[config.mk]
export PLATFORM = sky130hd
export DESIGN_NAME = wwd_top
export DESIGN_NICKNAME = d
export VERILOG_FILES = /design/src/rtl/wwd_pkg.sv /design/src/rtl/wwd_top.sv /design/src/rtl/wwd_lp_tick.sv
export VERILOG_INCLUDE_DIRS = /design/src /design/src/rtl
export SDC_FILE = /design/constraint.sdc
export NUM_CORES = 1
export LEC_CHECK = 0
export ABC_AREA = 1
export BUFFER_PORTS_ARGS = -buffer_cell sky130_fd_sc_hd__buf_2
export CAP_MARGIN = 20
export CORE_ASPECT_RATIO = 0.5
export CORE_MARGIN = 2
export CORE_UTILIZATION = 45
export DETAILED_ROUTE_END_ITERATION = 10
export PLACE_DENSITY_LB_ADDON = 0.05
export SLEW_MARGIN = 30
export SYNTH_ARGS = -nofsm -noshare
export SYNTH_HDL_FRONTEND = slang
export SYNTH_SLANG_ARGS = --single-unit
export TNS_END_PERCENT = 20
[constraint.sdc]
create_clock -name clk -period 8.25 [get_ports clk]
set_input_delay 1.65 -clock clk [delete_from_list [all_inputs] [get_ports clk]]
set_output_delay 1.65 -clock clk [all_outputs]
set_load 0.1 [all_outputs]
[src/rtl/wwd_regs.svh]
// register offsets, field positions, reset values, keys and timeouts
// assumes inclusion by bare name from the watchdog design files
`ifndef WWD_REGS_SVH
`define WWD_REGS_SVH

// two windows of the global address space
`define WWD_BASE_BLK      16'h0200
`define WWD_BASE_NBLK     16'h0300
`define WWD_BASE_MASK     16'hff00

// register offsets inside a window
`define WWD_OFS_CTL       8'h10
`define WWD_OFS_SR        8'h12
`define WWD_OFS_RSV_A     8'h13
`define WWD_OFS_RR        8'h14
`define WWD_OFS_RSV_B     8'h15
`define WWD_OFS_RSV_C     8'h16
`define WWD_OFS_RSV_D     8'h17

// control field positions
`define WWD_CTL_TST_BIT   7
`define WWD_CTL_TSTM_BIT  15
`define WWD_CTL_TO_LSB    0
`define WWD_CTL_TOM_LSB   8

// status field positions
`define WWD_SR_WO_BIT     0
`define WWD_SR_OFF_BIT    1

// reset values and the off selector
`define WWD_RST_TO        3'h4
`define WWD_RST_TST       1'h1
`define WWD_TO_OFF        3'h0

// rearm keys
`define WWD_KEY_A         8'haa
`define WWD_KEY_B         8'h55

// timeouts in ms, by selector 1..7, and the fixed initial one
`define WWD_TO1_MS        4
`define WWD_TO2_MS        16
`define WWD_TO3_MS        64
`define WWD_TO4_MS        256
`define WWD_TO5_MS        512
`define WWD_TO6_MS        1024
`define WWD_TO7_MS        2048
`define WWD_INIT_TO_MS    256

`endif

[src/rtl/wwd_pkg.sv]
// types shared by the window watchdog design files
// assumes nothing beyond a SystemVerilog compiler
package wwd_pkg;

  // watchdog operating states
  typedef enum logic [2:0]
  {
    WWD_ST_OFF,
    WWD_ST_INIT,
    WWD_ST_WINDOW,
    WWD_ST_SLEEP
  } wwd_state_t;

  // one register access from the die interface
  typedef struct packed
  {
    logic        wr;
    logic        rd;
    logic        size16;
    logic [15:0] addr;
    logic [15:0] wdata;
  } wwd_req_t;

  // read answer
  typedef struct packed
  {
    logic        valid;
    logic [15:0] data;
  } wwd_rsp_t;

endpackage : wwd_pkg

[src/rtl/wwd_top.sv]
// window watchdog: control/status/rearm registers and timeout logic
// assumes single-cycle register strobes on clk and a power controller
// giving normal_mode on clk; the oscillator pin is asynchronous
`include "wwd_regs.svh"

module wwd_top
#(
  parameter int LP_TICKS_PER_MS = 16, // oscillator edges per ms
  parameter int CNT_W           = 20  // tick counter width
)
(
  // clock and reset
  input  wire logic          clk,
  input  wire logic          resetn,
  // low-power oscillator pin
  input  wire logic          low_power_osc_clock,
  // power mode, high in Normal mode
  input  wire logic          normal_mode,
  // register access
  input  wire wwd_pkg::wwd_req_t req,
  output wwd_pkg::wwd_rsp_t  rsp,
  // reset request to the reset logic
  output logic               wd_reset_req
);

  // state and counters
  wwd_pkg::wwd_state_t state_r;   // current state
  wwd_pkg::wwd_state_t state_nxt; // next state
  logic [CNT_W-1:0]    cnt_r;     // tick counter
  logic [CNT_W-1:0]    cnt_nxt;   // next tick count
  logic [CNT_W-1:0]    limit;     // active timeout in ticks

  // register contents
  logic [2:0] timeout_select_r;    // timeout selector
  logic [2:0] timeout_select_nxt;  // next selector
  logic       test_bit_r;          // test bit, no function
  logic       test_bit_nxt;        // next test bit
  logic       locked_r;            // 000 writes no longer taken
  logic       locked_nxt;          // next lock
  logic       key_b_next_r;        // next key expected is 0x55
  logic       key_b_next_nxt;      // next expected key
  logic [7:0] rearm_val_r;         // last rearm byte taken in Normal mode, not when disabled
  logic       normal_d_r;          // delayed normal_mode

  // strobes and decode
  logic       tick;        // oscillator tick
  logic       hit;         // address in either window
  logic [7:0] ofs;         // offset within the window
  logic       ctl_wr;      // control write
  logic       rr_wr;       // rearm write
  logic [7:0] key;         // rearm byte of the access
  logic       wake;        // return to Normal mode
  logic       restart;     // return to power-on state
  logic       fire;        // watchdog reset this cycle
  logic       win_open;    // window open flag
  logic       dis_flag;    // disabled flag
  logic [7:0] status;      // status byte

  // tick generator on the oscillator pin
  wwd_lp_tick u_tick
  (
    .clk       (clk),
    .resetn    (resetn),
    .lp_osc_in (low_power_osc_clock),
    .tick      (tick)
  );

  // timeout selector to oscillator ticks
  function automatic logic [CNT_W-1:0] to_ticks(input logic [2:0] sel);
    int ms;
    ms = 0;
    case (sel)
      3'h1:    ms = `WWD_TO1_MS;
      3'h2:    ms = `WWD_TO2_MS;
      3'h3:    ms = `WWD_TO3_MS;
      3'h4:    ms = `WWD_TO4_MS;
      3'h5:    ms = `WWD_TO5_MS;
      3'h6:    ms = `WWD_TO6_MS;
      3'h7:    ms = `WWD_TO7_MS;
      default: ms = 0;
    endcase
    return CNT_W'(ms * LP_TICKS_PER_MS);
  endfunction : to_ticks

  // byte of an access that lands on the addressed register
  function automatic logic [7:0] lane(input logic sz16,
                                      input logic [15:0] d);
    // big-endian: 16-bit access puts the even byte high
    return sz16 ? d[15:8] : d[7:0];
  endfunction : lane

  // window decode, two bases
  always_comb
  begin
    hit = ((req.addr & `WWD_BASE_MASK) == `WWD_BASE_BLK) ||
          ((req.addr & `WWD_BASE_MASK) == `WWD_BASE_NBLK);
    ofs = req.addr[7:0];
  end

  // write strobes
  assign ctl_wr = req.wr && hit && ofs == `WWD_OFS_CTL && req.size16;
  assign rr_wr  = req.wr && hit && ofs == `WWD_OFS_RR;
  assign key    = lane(req.size16, req.wdata);

  // power-mode transitions
  assign wake    = normal_mode && !normal_d_r;
  assign restart = wake || fire;

  // timeout in effect
  always_comb
  begin
    if (state_r == wwd_pkg::WWD_ST_INIT)
      limit = to_ticks(`WWD_RST_TO);
    else
      limit = to_ticks(timeout_select_r);
  end

  // window open in the second half of the timeout, and throughout the initial period
  always_comb
  begin
    case (state_r)
      wwd_pkg::WWD_ST_INIT:   win_open = 1'b1;
      wwd_pkg::WWD_ST_WINDOW: win_open = cnt_r >= (limit >> 1);
      default:                win_open = 1'b0;
    endcase
  end

  // disabled flag, forced in low power
  assign dis_flag = !normal_mode || state_r == wwd_pkg::WWD_ST_OFF;

  // control register next value
  always_comb
  begin
    timeout_select_nxt = timeout_select_r;
    test_bit_nxt       = test_bit_r;
    locked_nxt         = locked_r;
    if (ctl_wr && normal_mode)
    begin
      // per-bit masked update of the selector
      for (int i = 0; i < 3; i++)
      begin
        if (req.wdata[`WWD_CTL_TOM_LSB + i])
          timeout_select_nxt[i] = req.wdata[`WWD_CTL_TO_LSB + i];
      end
      // 000 ignored once locked
      if (timeout_select_nxt == `WWD_TO_OFF && locked_r)
        timeout_select_nxt = timeout_select_r;
      else if (timeout_select_nxt != `WWD_TO_OFF)
        locked_nxt = 1'b1;
      // test bit stored only, steers nothing
      if (req.wdata[`WWD_CTL_TSTM_BIT])
        test_bit_nxt = req.wdata[`WWD_CTL_TST_BIT];
    end
    // accepted rearm with default kept also locks
    if (state_nxt == wwd_pkg::WWD_ST_WINDOW && rr_wr)
      locked_nxt = 1'b1;
  end

  // state, counter and fault detection
  always_comb
  begin
    state_nxt      = state_r;
    cnt_nxt        = cnt_r;
    key_b_next_nxt = key_b_next_r;
    fire           = 1'b0;
    case (state_r)
      // disabled: count nothing, ignore rearm
      wwd_pkg::WWD_ST_OFF:
      begin
        cnt_nxt = '0;
        if (timeout_select_nxt != `WWD_TO_OFF)
        begin
          // later enable restarts in initial mode
          state_nxt      = wwd_pkg::WWD_ST_INIT;
          key_b_next_nxt = 1'b0;
        end
      end
      // fixed initial period, first key 0xaa
      wwd_pkg::WWD_ST_INIT:
      begin
        if (rr_wr)
        begin
          if (key == `WWD_KEY_A)
          begin
            state_nxt      = wwd_pkg::WWD_ST_WINDOW;
            cnt_nxt        = '0;
            key_b_next_nxt = 1'b1;
          end
          else
            fire = 1'b1;
        end
        else if (tick)
        begin
          if (cnt_r >= limit - CNT_W'(1))
            fire = 1'b1;
          else
            cnt_nxt = cnt_r + CNT_W'(1);
        end
        if (timeout_select_nxt == `WWD_TO_OFF)
        begin
          state_nxt = wwd_pkg::WWD_ST_OFF;
          fire      = 1'b0;
        end
      end
      // closed then open window
      wwd_pkg::WWD_ST_WINDOW:
      begin
        if (rr_wr)
        begin
          if (!win_open)
            fire = 1'b1;
          else if (key == (key_b_next_r ? `WWD_KEY_B : `WWD_KEY_A))
          begin
            cnt_nxt        = '0;
            key_b_next_nxt = !key_b_next_r;
          end
          else
            fire = 1'b1;
        end
        else if (tick)
        begin
          if (cnt_r >= limit - CNT_W'(1))
            fire = 1'b1;
          else
            cnt_nxt = cnt_r + CNT_W'(1);
        end
        if (timeout_select_nxt == `WWD_TO_OFF)
        begin
          state_nxt = wwd_pkg::WWD_ST_OFF;
          fire      = 1'b0;
        end
      end
      // low power: counter held at zero, state kept until wake
      wwd_pkg::WWD_ST_SLEEP:
      begin
        cnt_nxt = '0;
      end
      default:
      begin
        state_nxt = wwd_pkg::WWD_ST_INIT;
        cnt_nxt   = '0;
      end
    endcase
    // leaving Normal mode overrides everything
    if (!normal_mode)
    begin
      state_nxt = wwd_pkg::WWD_ST_SLEEP;
      fire      = 1'b0;
    end
  end

  // state register, power-on values on restart
  always_ff @(posedge clk)
  begin
    if (!resetn || restart)
    begin
      state_r      <= wwd_pkg::WWD_ST_INIT;
      cnt_r        <= '0;
      key_b_next_r <= 1'b0;
    end
    else
    begin
      state_r      <= state_nxt;
      cnt_r        <= cnt_nxt;
      key_b_next_r <= key_b_next_nxt;
    end
  end

  // control register and lock
  always_ff @(posedge clk)
  begin
    if (!resetn || restart)
    begin
      timeout_select_r <= `WWD_RST_TO;
      test_bit_r       <= `WWD_RST_TST;
      locked_r         <= 1'b0;
    end
    else
    begin
      timeout_select_r <= timeout_select_nxt;
      test_bit_r       <= test_bit_nxt;
      locked_r         <= locked_nxt;
    end
  end

  // last rearm byte taken in Normal mode while not disabled, readable back
  always_ff @(posedge clk)
  begin
    if (!resetn)
      rearm_val_r <= 8'h00;
    else if (rr_wr && normal_mode && state_r != wwd_pkg::WWD_ST_OFF)
      rearm_val_r <= key;
  end

  // power-mode edge tracking
  always_ff @(posedge clk)
  begin
    if (!resetn)
      normal_d_r <= 1'b1;
    else
      normal_d_r <= normal_mode;
  end

  // reset request pulse, one cycle
  always_ff @(posedge clk)
  begin
    if (!resetn)
      wd_reset_req <= 1'b0;
    else
      wd_reset_req <= fire;
  end

  // status byte
  always_comb
  begin
    status                  = 8'h00;
    status[`WWD_SR_OFF_BIT] = dis_flag;
    status[`WWD_SR_WO_BIT]  = win_open;
  end

  // read answer, registered, one cycle after the strobe
  always_ff @(posedge clk)
  begin
    if (!resetn)
    begin
      rsp.valid <= 1'b0;
      rsp.data  <= 16'h0000;
    end
    else
    begin
      rsp.valid <= req.rd;
      rsp.data  <= 16'h0000;
      if (req.rd && hit)
      begin
        case (ofs)
          // mask bits read zero
          `WWD_OFS_CTL:
            rsp.data <= {8'h00, test_bit_r, 4'h0, timeout_select_r};
          // status, then reserved byte
          `WWD_OFS_SR:
            rsp.data <= req.size16 ? {status, 8'h00} : {8'h00, status};
          // rearm byte, then reserved byte
          `WWD_OFS_RR:
            rsp.data <= req.size16 ? {rearm_val_r, 8'h00}
                                   : {8'h00, rearm_val_r};
          // reserved and unmapped read zero
          default:
            rsp.data <= 16'h0000;
        endcase
      end
    end
  end

endmodule : wwd_top

[src/rtl/wwd_lp_tick.sv]
// low-power oscillator edge detector giving one-cycle ticks on clk
// assumes the oscillator is far slower than clk (under half its rate)
module wwd_lp_tick
(
  // clock and reset
  input  wire logic clk,
  input  wire logic resetn,
  // oscillator pin, asynchronous to clk
  input  wire logic lp_osc_in,
  // one pulse per oscillator rising edge
  output logic      tick
);

  logic sync1_r;  // first synchroniser stage
  logic sync2_r;  // second synchroniser stage
  logic prev_r;   // delayed copy for edge detect

  // two-stage synchroniser, then delay for edge detect
  always_ff @(posedge clk)
  begin
    if (!resetn)
    begin
      // all stages start high: a pin already high at release is no edge
      sync1_r <= 1'b1;
      sync2_r <= 1'b1;
      prev_r  <= 1'b1;
    end
    else
    begin
      sync1_r <= lp_osc_in;
      sync2_r <= sync1_r;
      prev_r  <= sync2_r;
    end
  end

  // rising edge of the synchronised oscillator
  assign tick = sync2_r & ~prev_r;

endmodule : wwd_lp_tick

Word-level counts from Yosys, hierarchy flattened
Cells that the tools add are included.

operators by class
  equality and inequality tests = 28
  multiplexer cells = 53
  reductions and logical operators = 33
  magnitude comparators = 2
  add/subtract/negate cells = 2
  bitwise operators = 2

operator list
  kind                   number
  $mux 20                7
  $pmux 12 s7            1
  $pmux 16 s3            1
  $pmux 20 s2            1
  $mux 16                2
  $mux 1                 26
  $eq 8x5->1 const B     3
  $mux 3                 8
  $add 20x1->20 const B  1
  $ge 20x19->1           1
  $ge 20x20->1           1
  $sub 20x1->20 const B  1
  $eq 8x2->1 const B     2
  $mux 8                 2
  $eq 3x2->1 const B     5
  $eq 3x3->1 const B     4
  $pmux 3 s4             1
  $reduce_bool 3->1      4
  $logic_and 1x1->1      11
  $mux 10                1
  $logic_not 3->1        3
  $eq 8x8->1             1
  $eq 8x8->1 const B     1
  $ne 2x2->1 const B     4
  14 further kinds       28

word-level totals
  output and inout bits = 18
  register bits after elaboration = 59
  logic and storage cells = 134
  input bits = 39

Longest topological paths before layout
  word-level depth = 19
  mapped depth = 25
  mapped depth without buffers = 24

Hierarchy
A second synthesis with hierarchy kept.

second synthesis, totals
  cells, all modules = 646
  area total of the unflattened synthesis = 4,140.2 um^2

modules (own cells, without submodules)
  module       instances  seq. area each (um^2)  area an instance (um^2)  cells each
  wwd_top      1          1,121.1                4,051.4                  636
  wwd_lp_tick  1          60.1                   88.8                     10

Worst setup path before layout
No wires, ideal clock.

  path kind = input to register
  start = input req[21] (netlist name)
  end = register test_bit_r
  data arrival time = 3.039 ns
  buffers on the path = 2
  stages on the path = 14
  slack = 5.083 ns
  data required time = 8.122 ns
  cell sequence = inv_1 > nand2_1 > nor2_4 > nand2_2 > nor2_4 > buf_6 > nand2_2 > a21oi_1 > nand3_1 > nand2_1 > nor2_4 > nor2_8 > buf_6 > o211ai_1

between the ends
  longest elaborated chain between the ends = 11
  elaborated cells between the ends (all ways) = 17
  classes of those cells = eq/ne: 2; mux: 7; reduce/logical: 8

ends and longest elaborated chain
  element                             RTL line                        RTL
  start: declaration                  wwd_top.sv:20                   input wire wwd_pkg::wwd_req_t req,
  $eq 8x5->1                          n/a
  $logic_and 1x1->1 (no source line)  n/a
  $logic_and 1x1->1                   wwd_top.sv:101                  assign ctl_wr = req.wr && hit && ofs == `WWD_OFS_CTL && req.size16;
  $logic_and 1x1->1                   wwd_top.sv:137                  if (ctl_wr && normal_mode)
  $mux 3                              wwd_top.sv:137
  $logic_not 3->1 (no source line)    n/a
  $mux 1, on equally long branches    wwd_top.sv:227, wwd_top.sv:199
  $pmux 1 s2                          wwd_top.sv:166                  case (state_r)
  $mux 1                              wwd_top.sv:245                  if (!normal_mode)
  $logic_or 1x1->1                    wwd_top.sv:107                  assign restart = wake || fire;
  $logic_or 1x1->1                    wwd_top.sv:272                  if (!resetn || restart)
  end signal: assignment              wwd_top.sv:275                  test_bit_r <= `WWD_RST_TST;
  end signal: assignment              wwd_top.sv:281                  test_bit_r <= test_bit_nxt;
  end: declaration                    wwd_top.sv:36                   logic test_bit_r;

Parallel ways exist; a longest one is shown, timed or not.
A chain may end at the register's enable or synchronous reset.

Worst setup path in the final report
  start = register state_r[2]
  end = register locked_r

between the ends
  longest elaborated chain between the ends = 12
  elaborated cells between the ends (all ways) = 34
  classes of those cells = add/sub: 1; order compare: 2; eq/ne: 5; mux: 19; reduce/logical: 7

ends and longest elaborated chain
  element                           RTL line                                        RTL
  start: declaration                wwd_top.sv:27                                   wwd_pkg::wwd_state_t state_r;
  start signal: assignment          wwd_top.sv:257                                  state_r <= wwd_pkg::WWD_ST_INIT;
  start signal: assignment          wwd_top.sv:263                                  state_r <= state_nxt;
  $eq 3x1->1                        wwd_top.sv:112, wwd_top.sv:121, wwd_top.sv:166
  $mux 16                           wwd_top.sv:112                                  if (state_r == wwd_pkg::WWD_ST_INIT)
  $sub 20x1->20                     wwd_top.sv:194, wwd_top.sv:222
  $ge 20x20->1                      wwd_top.sv:194, wwd_top.sv:222
  $mux 1                            wwd_top.sv:194, wwd_top.sv:222
  $mux 1                            wwd_top.sv:192                                  else if (tick)
  $mux 1, on equally long branches  wwd_top.sv:208, wwd_top.sv:181
  $mux 1, on equally long branches  wwd_top.sv:227, wwd_top.sv:199
  $pmux 1 s2                        wwd_top.sv:166
  $mux 1                            wwd_top.sv:245
  $logic_or 1x1->1                  wwd_top.sv:107
  $logic_or 1x1->1                  wwd_top.sv:272
  end signal: assignment            wwd_top.sv:282                                  locked_r <= locked_nxt;
  end: declaration                  wwd_top.sv:38                                   logic locked_r;

Parallel ways exist; a longest one is shown, timed or not.

==> summary.txt <==
==================================================================================
Final setup viols ...................................................            0
Synth cell types ....................................................           43
CP Data Arrival Time ................................................      4.22 ns
RSZ-0062 raised after global routing ................................        false
Worst Hold Depth ....................................................            1
Post-cts hold buffer count ..........................................            0
Total die area ......................................................   9780 sq um
Total routing resource utilization after global routing .............        23.0%
Type of the worst setup path ........................................   reg -> reg
Most common flop cell mapped by yosys ............................... sky130_fd_sc_hd__dfxtp_1
Startpoint type of the worst setup path .............................    flip-flop
Number of buffer cells added on primary ports .......................           55
Post-detailed-route via-to-cell ratio ...............................         4.94
First-pass iteration count of the detailed router ...................            5
Number of gates resized after cts ...................................            0
R2r startpoint ......................................................   state_r[2]
Peak supply drop ....................................................   0.000101 V
DRC violation count after routing ...................................            0
Core box area .......................................................   8710 sq um
Sequential cell fraction of total power .............................        41.0%
Highest signal layer in the routed design ...........................         met4
Total number of nets in the final design ............................          744
GP Congestion .......................................................        0.864
Avg WL per Cell .....................................................      12.7 um
Number of H-tree branching levels ...................................            3
Sw frac .............................................................        27.1%
Area used by multi-input combinational logic ........................   2360 sq um
Critical Path Fanout Max ............................................           25
Met3 WL .............................................................       586 um
Length of routed met2 wiring ........................................      4.43 mm
Number of buffers between clock root and the deepest sink ...........            2
Total count of hold-check failures in the final report ..............            0
Die Span Y ..........................................................      70.9 um
Post-Synthesis Cell Area ............................................   4030 sq um
Hold Crit Endpoint .................................................. u_tick.sync2_r
Area taken by flip-flops and latches ................................   1180 sq um
Crit path time final ................................................      3.95 ns
CTS Sinks ...........................................................           59
Worst-margin pin slew ...............................................     0.639 ns
Flop and latch count out of synthesis ...............................           59
First-pass GRT wire length ..........................................      17.6 mm
Run status ..........................................................    completed
Metal-1 WL ..........................................................      5.05 mm
Hold/Removal Path Class .............................................   reg -> reg
Worst Setup End Kind ................................................    flip-flop
Int Pwr .............................................................       513 uW
Number of I/O pins ..................................................           57
Vias post-DR ........................................................         3963
Number of global-route vias before repair ...........................         3699
Yosys warnings ......................................................            0
Dpl hpwl ............................................................      7.81 mm
Post-CTS setup buffers ..............................................            0
Slew Viols, Final ...................................................            0
Fraction of power consumed by the clock network .....................        51.0%
Worst-case reg-to-reg path depth ....................................           23
Required time of the worst setup path ...............................      8.53 ns
Seq/Total Area, Yosys ...............................................        29.3%
Net switching component of the power ................................       190 uW
Synthesized area divided by synthesized cell count ..................   6.41 sq um
Global route overflow ...............................................            0
Total wire length after detailed routing ............................      10.2 mm
Clock tree from TritonCTS ...........................................         done
Diodes inserted .....................................................            0
Number of enable-type register cells in the synthesized netlist .....            0
Power density over the cells ........................................  152 nW/um^2
Capture point of the worst reg-to-reg path ..........................     locked_r
Leak pwr ............................................................      2.28 nW
Peak clock frequency supported by timing ............................    0.253 GHz
Initial antenna violation count .....................................            0
Worst-skew pair later-pin latency ...................................      0.34 ns
Worst setup skew after layout .......................................   0.00753 ns
Number of nets with antenna violations after detailed routing .......            0
Area growth, synth to finish ........................................        14.9%
Number of rows created at floorplan .................................           24
Startpoint of the most critical hold path ........................... u_tick.sync1_r
Total Neg Setup Slack ...............................................         0 ns
TritonCTS buffer count ..............................................            9
Tcrit/Tclk final ....................................................        47.8%
Syn_nets ............................................................          692
Starting utilization of the core area ...............................        46.3%
Async SR Flop Fraction ..............................................           0%
Max-capacitance violation count .....................................            0
Setup slack, reg-to-reg .............................................      4.30 ns
Combinational cell fraction of total power ..........................         8.0%
Slew Limit Headroom .................................................        57.0%
Share of final-layout standard cells stronger than drive strength 1 .        18.7%
Buffer cell driving the clock tree root ............................. sky130_fd_sc_hd__clkbuf_16
Mapped Cells ........................................................          629
Clock Pin Slew Worst Setup and Hold Paths ...........................      0.05 ns
Largest net degree at the start of global routing ...................           38
Chip width ..........................................................       138 um
Fillers .............................................................          911
DRC violation total after the first TritonRoute iteration ...........          217
Overall power after layout ..........................................       703 uW
==================================================================================
[sequential cells by signal, indices dropped and copies added (netlist names)]
name,count
key_b_next_r,1
locked_r,1
rsp,17
rearm_val_r,8
test_bit_r,1
u_tick.prev_r,1
state_r,3
u_tick.sync1_r,1
wd_reset_req,1
timeout_select_r,3
u_tick.sync2_r,1
normal_d_r,1
cnt_r,20
[cell usage in the layout, fill, tap and decap left out, types with 3 or more instances in the layout]
| cell | Yosys | layout |
|---|---|---|
| sky130_fd_sc_hd__a21oi_2 | 3 | 3 |
| sky130_fd_sc_hd__nand2_1 | 177 | 177 |
| sky130_fd_sc_hd__a21oi_1 | 22 | 22 |
| sky130_fd_sc_hd__nand2_2 | 6 | 6 |
| sky130_fd_sc_hd__nor2_1 | 65 | 65 |
| sky130_fd_sc_hd__nor2_2 | 3 | 3 |
| sky130_fd_sc_hd__clkbuf_16 | 0 | 9 |
| sky130_fd_sc_hd__dfxtp_1 | 59 | 59 |
| sky130_fd_sc_hd__buf_2 | 1 | 55 |
| sky130_fd_sc_hd__o21ai_0 | 20 | 20 |
| sky130_fd_sc_hd__inv_1 | 78 | 78 |
| sky130_fd_sc_hd__nand4_1 | 17 | 17 |
| sky130_fd_sc_hd__xor2_1 | 5 | 5 |
| sky130_fd_sc_hd__nand3_1 | 35 | 35 |
| sky130_fd_sc_hd__ha_1 | 24 | 24 |
| sky130_fd_sc_hd__nor2_4 | 4 | 4 |
| sky130_fd_sc_hd__o21ai_1 | 17 | 17 |
| sky130_fd_sc_hd__or2_2 | 8 | 8 |
| sky130_fd_sc_hd__nor3_1 | 19 | 19 |
| sky130_fd_sc_hd__inv_2 | 23 | 23 |
| sky130_fd_sc_hd__xnor2_1 | 4 | 4 |
[power groups by stage]
stage / combinational [mW] / sequential, mW / clock (mW)
2_1_floorplan: 0.0390 / 0.296 / 0
6_report: 0.0560 / 0.288 / 0.359
4_1_cts: 0.0561 / 0.288 / 0.365
3_5_place_dp: 0.0559 / 0.294 / 0
5_1_grt: 0.0642 / 0.288 / 0.376
3_3_place_gp: 0.0557 / 0.294 / 0
[critical path: stages (launching register included)]
cell,delay (ns)
sky130_fd_sc_hd__dfxtp_1,0.35
sky130_fd_sc_hd__nor2_1,0.07
sky130_fd_sc_hd__nand2_1,0.20
sky130_fd_sc_hd__inv_1,0.15
sky130_fd_sc_hd__nor2_1,0.44
sky130_fd_sc_hd__nand2_1,0.23
sky130_fd_sc_hd__ha_1,0.33
sky130_fd_sc_hd__inv_1,0.11
sky130_fd_sc_hd__nor2_1,0.09
sky130_fd_sc_hd__xor2_1,0.15
sky130_fd_sc_hd__ha_1,0.30
sky130_fd_sc_hd__nand2_1,0.07
sky130_fd_sc_hd__inv_1,0.03
sky130_fd_sc_hd__o21ai_0,0.16
sky130_fd_sc_hd__a21oi_1,0.09
sky130_fd_sc_hd__nor2_1,0.09
sky130_fd_sc_hd__nand3_1,0.18
sky130_fd_sc_hd__nand2_1,0.10
sky130_fd_sc_hd__nand2_1,0.06
sky130_fd_sc_hd__nand2_2,0.09
sky130_fd_sc_hd__nor2_4,0.05
sky130_fd_sc_hd__nor2_8,0.30
sky130_fd_sc_hd__nand3_1,0.14
sky130_fd_sc_hd__nand2_1,0.09
[how the worst max path moves through the flow]
stage	slack (ns)	end	cells past startpoint	from
6_report	4.30	locked_r	23	state_r[2]
3_5_place_dp	4.37	test_bit_r	22	state_r[2]
4_1_cts	4.32	locked_r	23	state_r[2]
5_1_grt	3.91	test_bit_r	22	state_r[2]
2_1_floorplan	5.08	test_bit_r	14	req[21]
3_3_place_gp	4.34	locked_r	23	state_r[2]
[kinds of logic (layout without fill, tap and decap cells)]
kind of cell | count (synthesis) | count (layout) | share of synthesized area, %
other | 1 | 1 | 0.0930
buffers and inverters | 115 | 172 | 12.0
AOI/OAI and AO/OA | 74 | 74 | 10.3
and+or+nand+nor | 347 | 347 | 38.9
adders and majority gates | 24 | 24 | 7.45
DFF | 59 | 59 | 29.3
xor gates and xnor gates | 9 | 9 | 1.96
[synth_stat cells, types with 3 or more instances]
library cell | instances | area share [%]
sky130_fd_sc_hd__nand2_1 | 177 | 16
sky130_fd_sc_hd__inv_1 | 78 | 7.3
sky130_fd_sc_hd__nor2_1 | 65 | 6.1
sky130_fd_sc_hd__dfxtp_1 | 59 | 29
sky130_fd_sc_hd__nand3_1 | 35 | 4.3
sky130_fd_sc_hd__ha_1 | 24 | 7.4
sky130_fd_sc_hd__inv_2 | 23 | 2.1
sky130_fd_sc_hd__a21oi_1 | 22 | 2.7
sky130_fd_sc_hd__o21ai_0 | 20 | 2.5
sky130_fd_sc_hd__nor3_1 | 19 | 2.4
sky130_fd_sc_hd__nand4_1 | 17 | 2.6
sky130_fd_sc_hd__o21ai_1 | 17 | 2.1
sky130_fd_sc_hd__or2_2 | 8 | 1.2
sky130_fd_sc_hd__buf_6 | 6 | 1.7
sky130_fd_sc_hd__nand2_2 | 6 | 0.93
sky130_fd_sc_hd__xor2_1 | 5 | 1.1
sky130_fd_sc_hd__clkbuf_1 | 4 | 0.37
sky130_fd_sc_hd__nor2_4 | 4 | 1.1
sky130_fd_sc_hd__xnor2_1 | 4 | 0.87
sky130_fd_sc_hd__a21oi_2 | 3 | 0.65
sky130_fd_sc_hd__nor2_2 | 3 | 0.47
[stage by stage]
step / utilization [%] / instances / hold slack (ns) / cell area (sq um) / worst slack [ns]
detailed placement: 49.9 / 787 / 0.405 / 4350 / 4.37
global placement: 49.9 / 787 / 0.397 / 4350 / 4.34
global route: 53.2 / 803 / 0.440 / 4630 / 3.91
floorplan: - / 629 / 0.391 / 4030 / 5.08
CTS: 53.2 / 803 / 0.417 / 4630 / 4.32
finish: 53.2 / 803 / 0.415 / 4630 / 4.30
[final cells by class]
cell class / instances / share of cell area, %
Clock buffer: 9 / 4.86
Clock inverter: 7 / 1.32
Inverter: 101 / 8.18
Multi-Input combinational cell: 455 / 51.0
Sequential cell: 59 / 25.5
Tap cell: 117 / 3.16
Timing Repair Buffer: 55 / 5.94
[layer usage]
layer,vias up,global-route usage [%]
met5,-,0
met4,0,4.88
met3,13,7.03
met2,91,37.8
met1,1752,30.0
li1,2107,-
No activity file was read; power rests on OpenSTA's default activity.
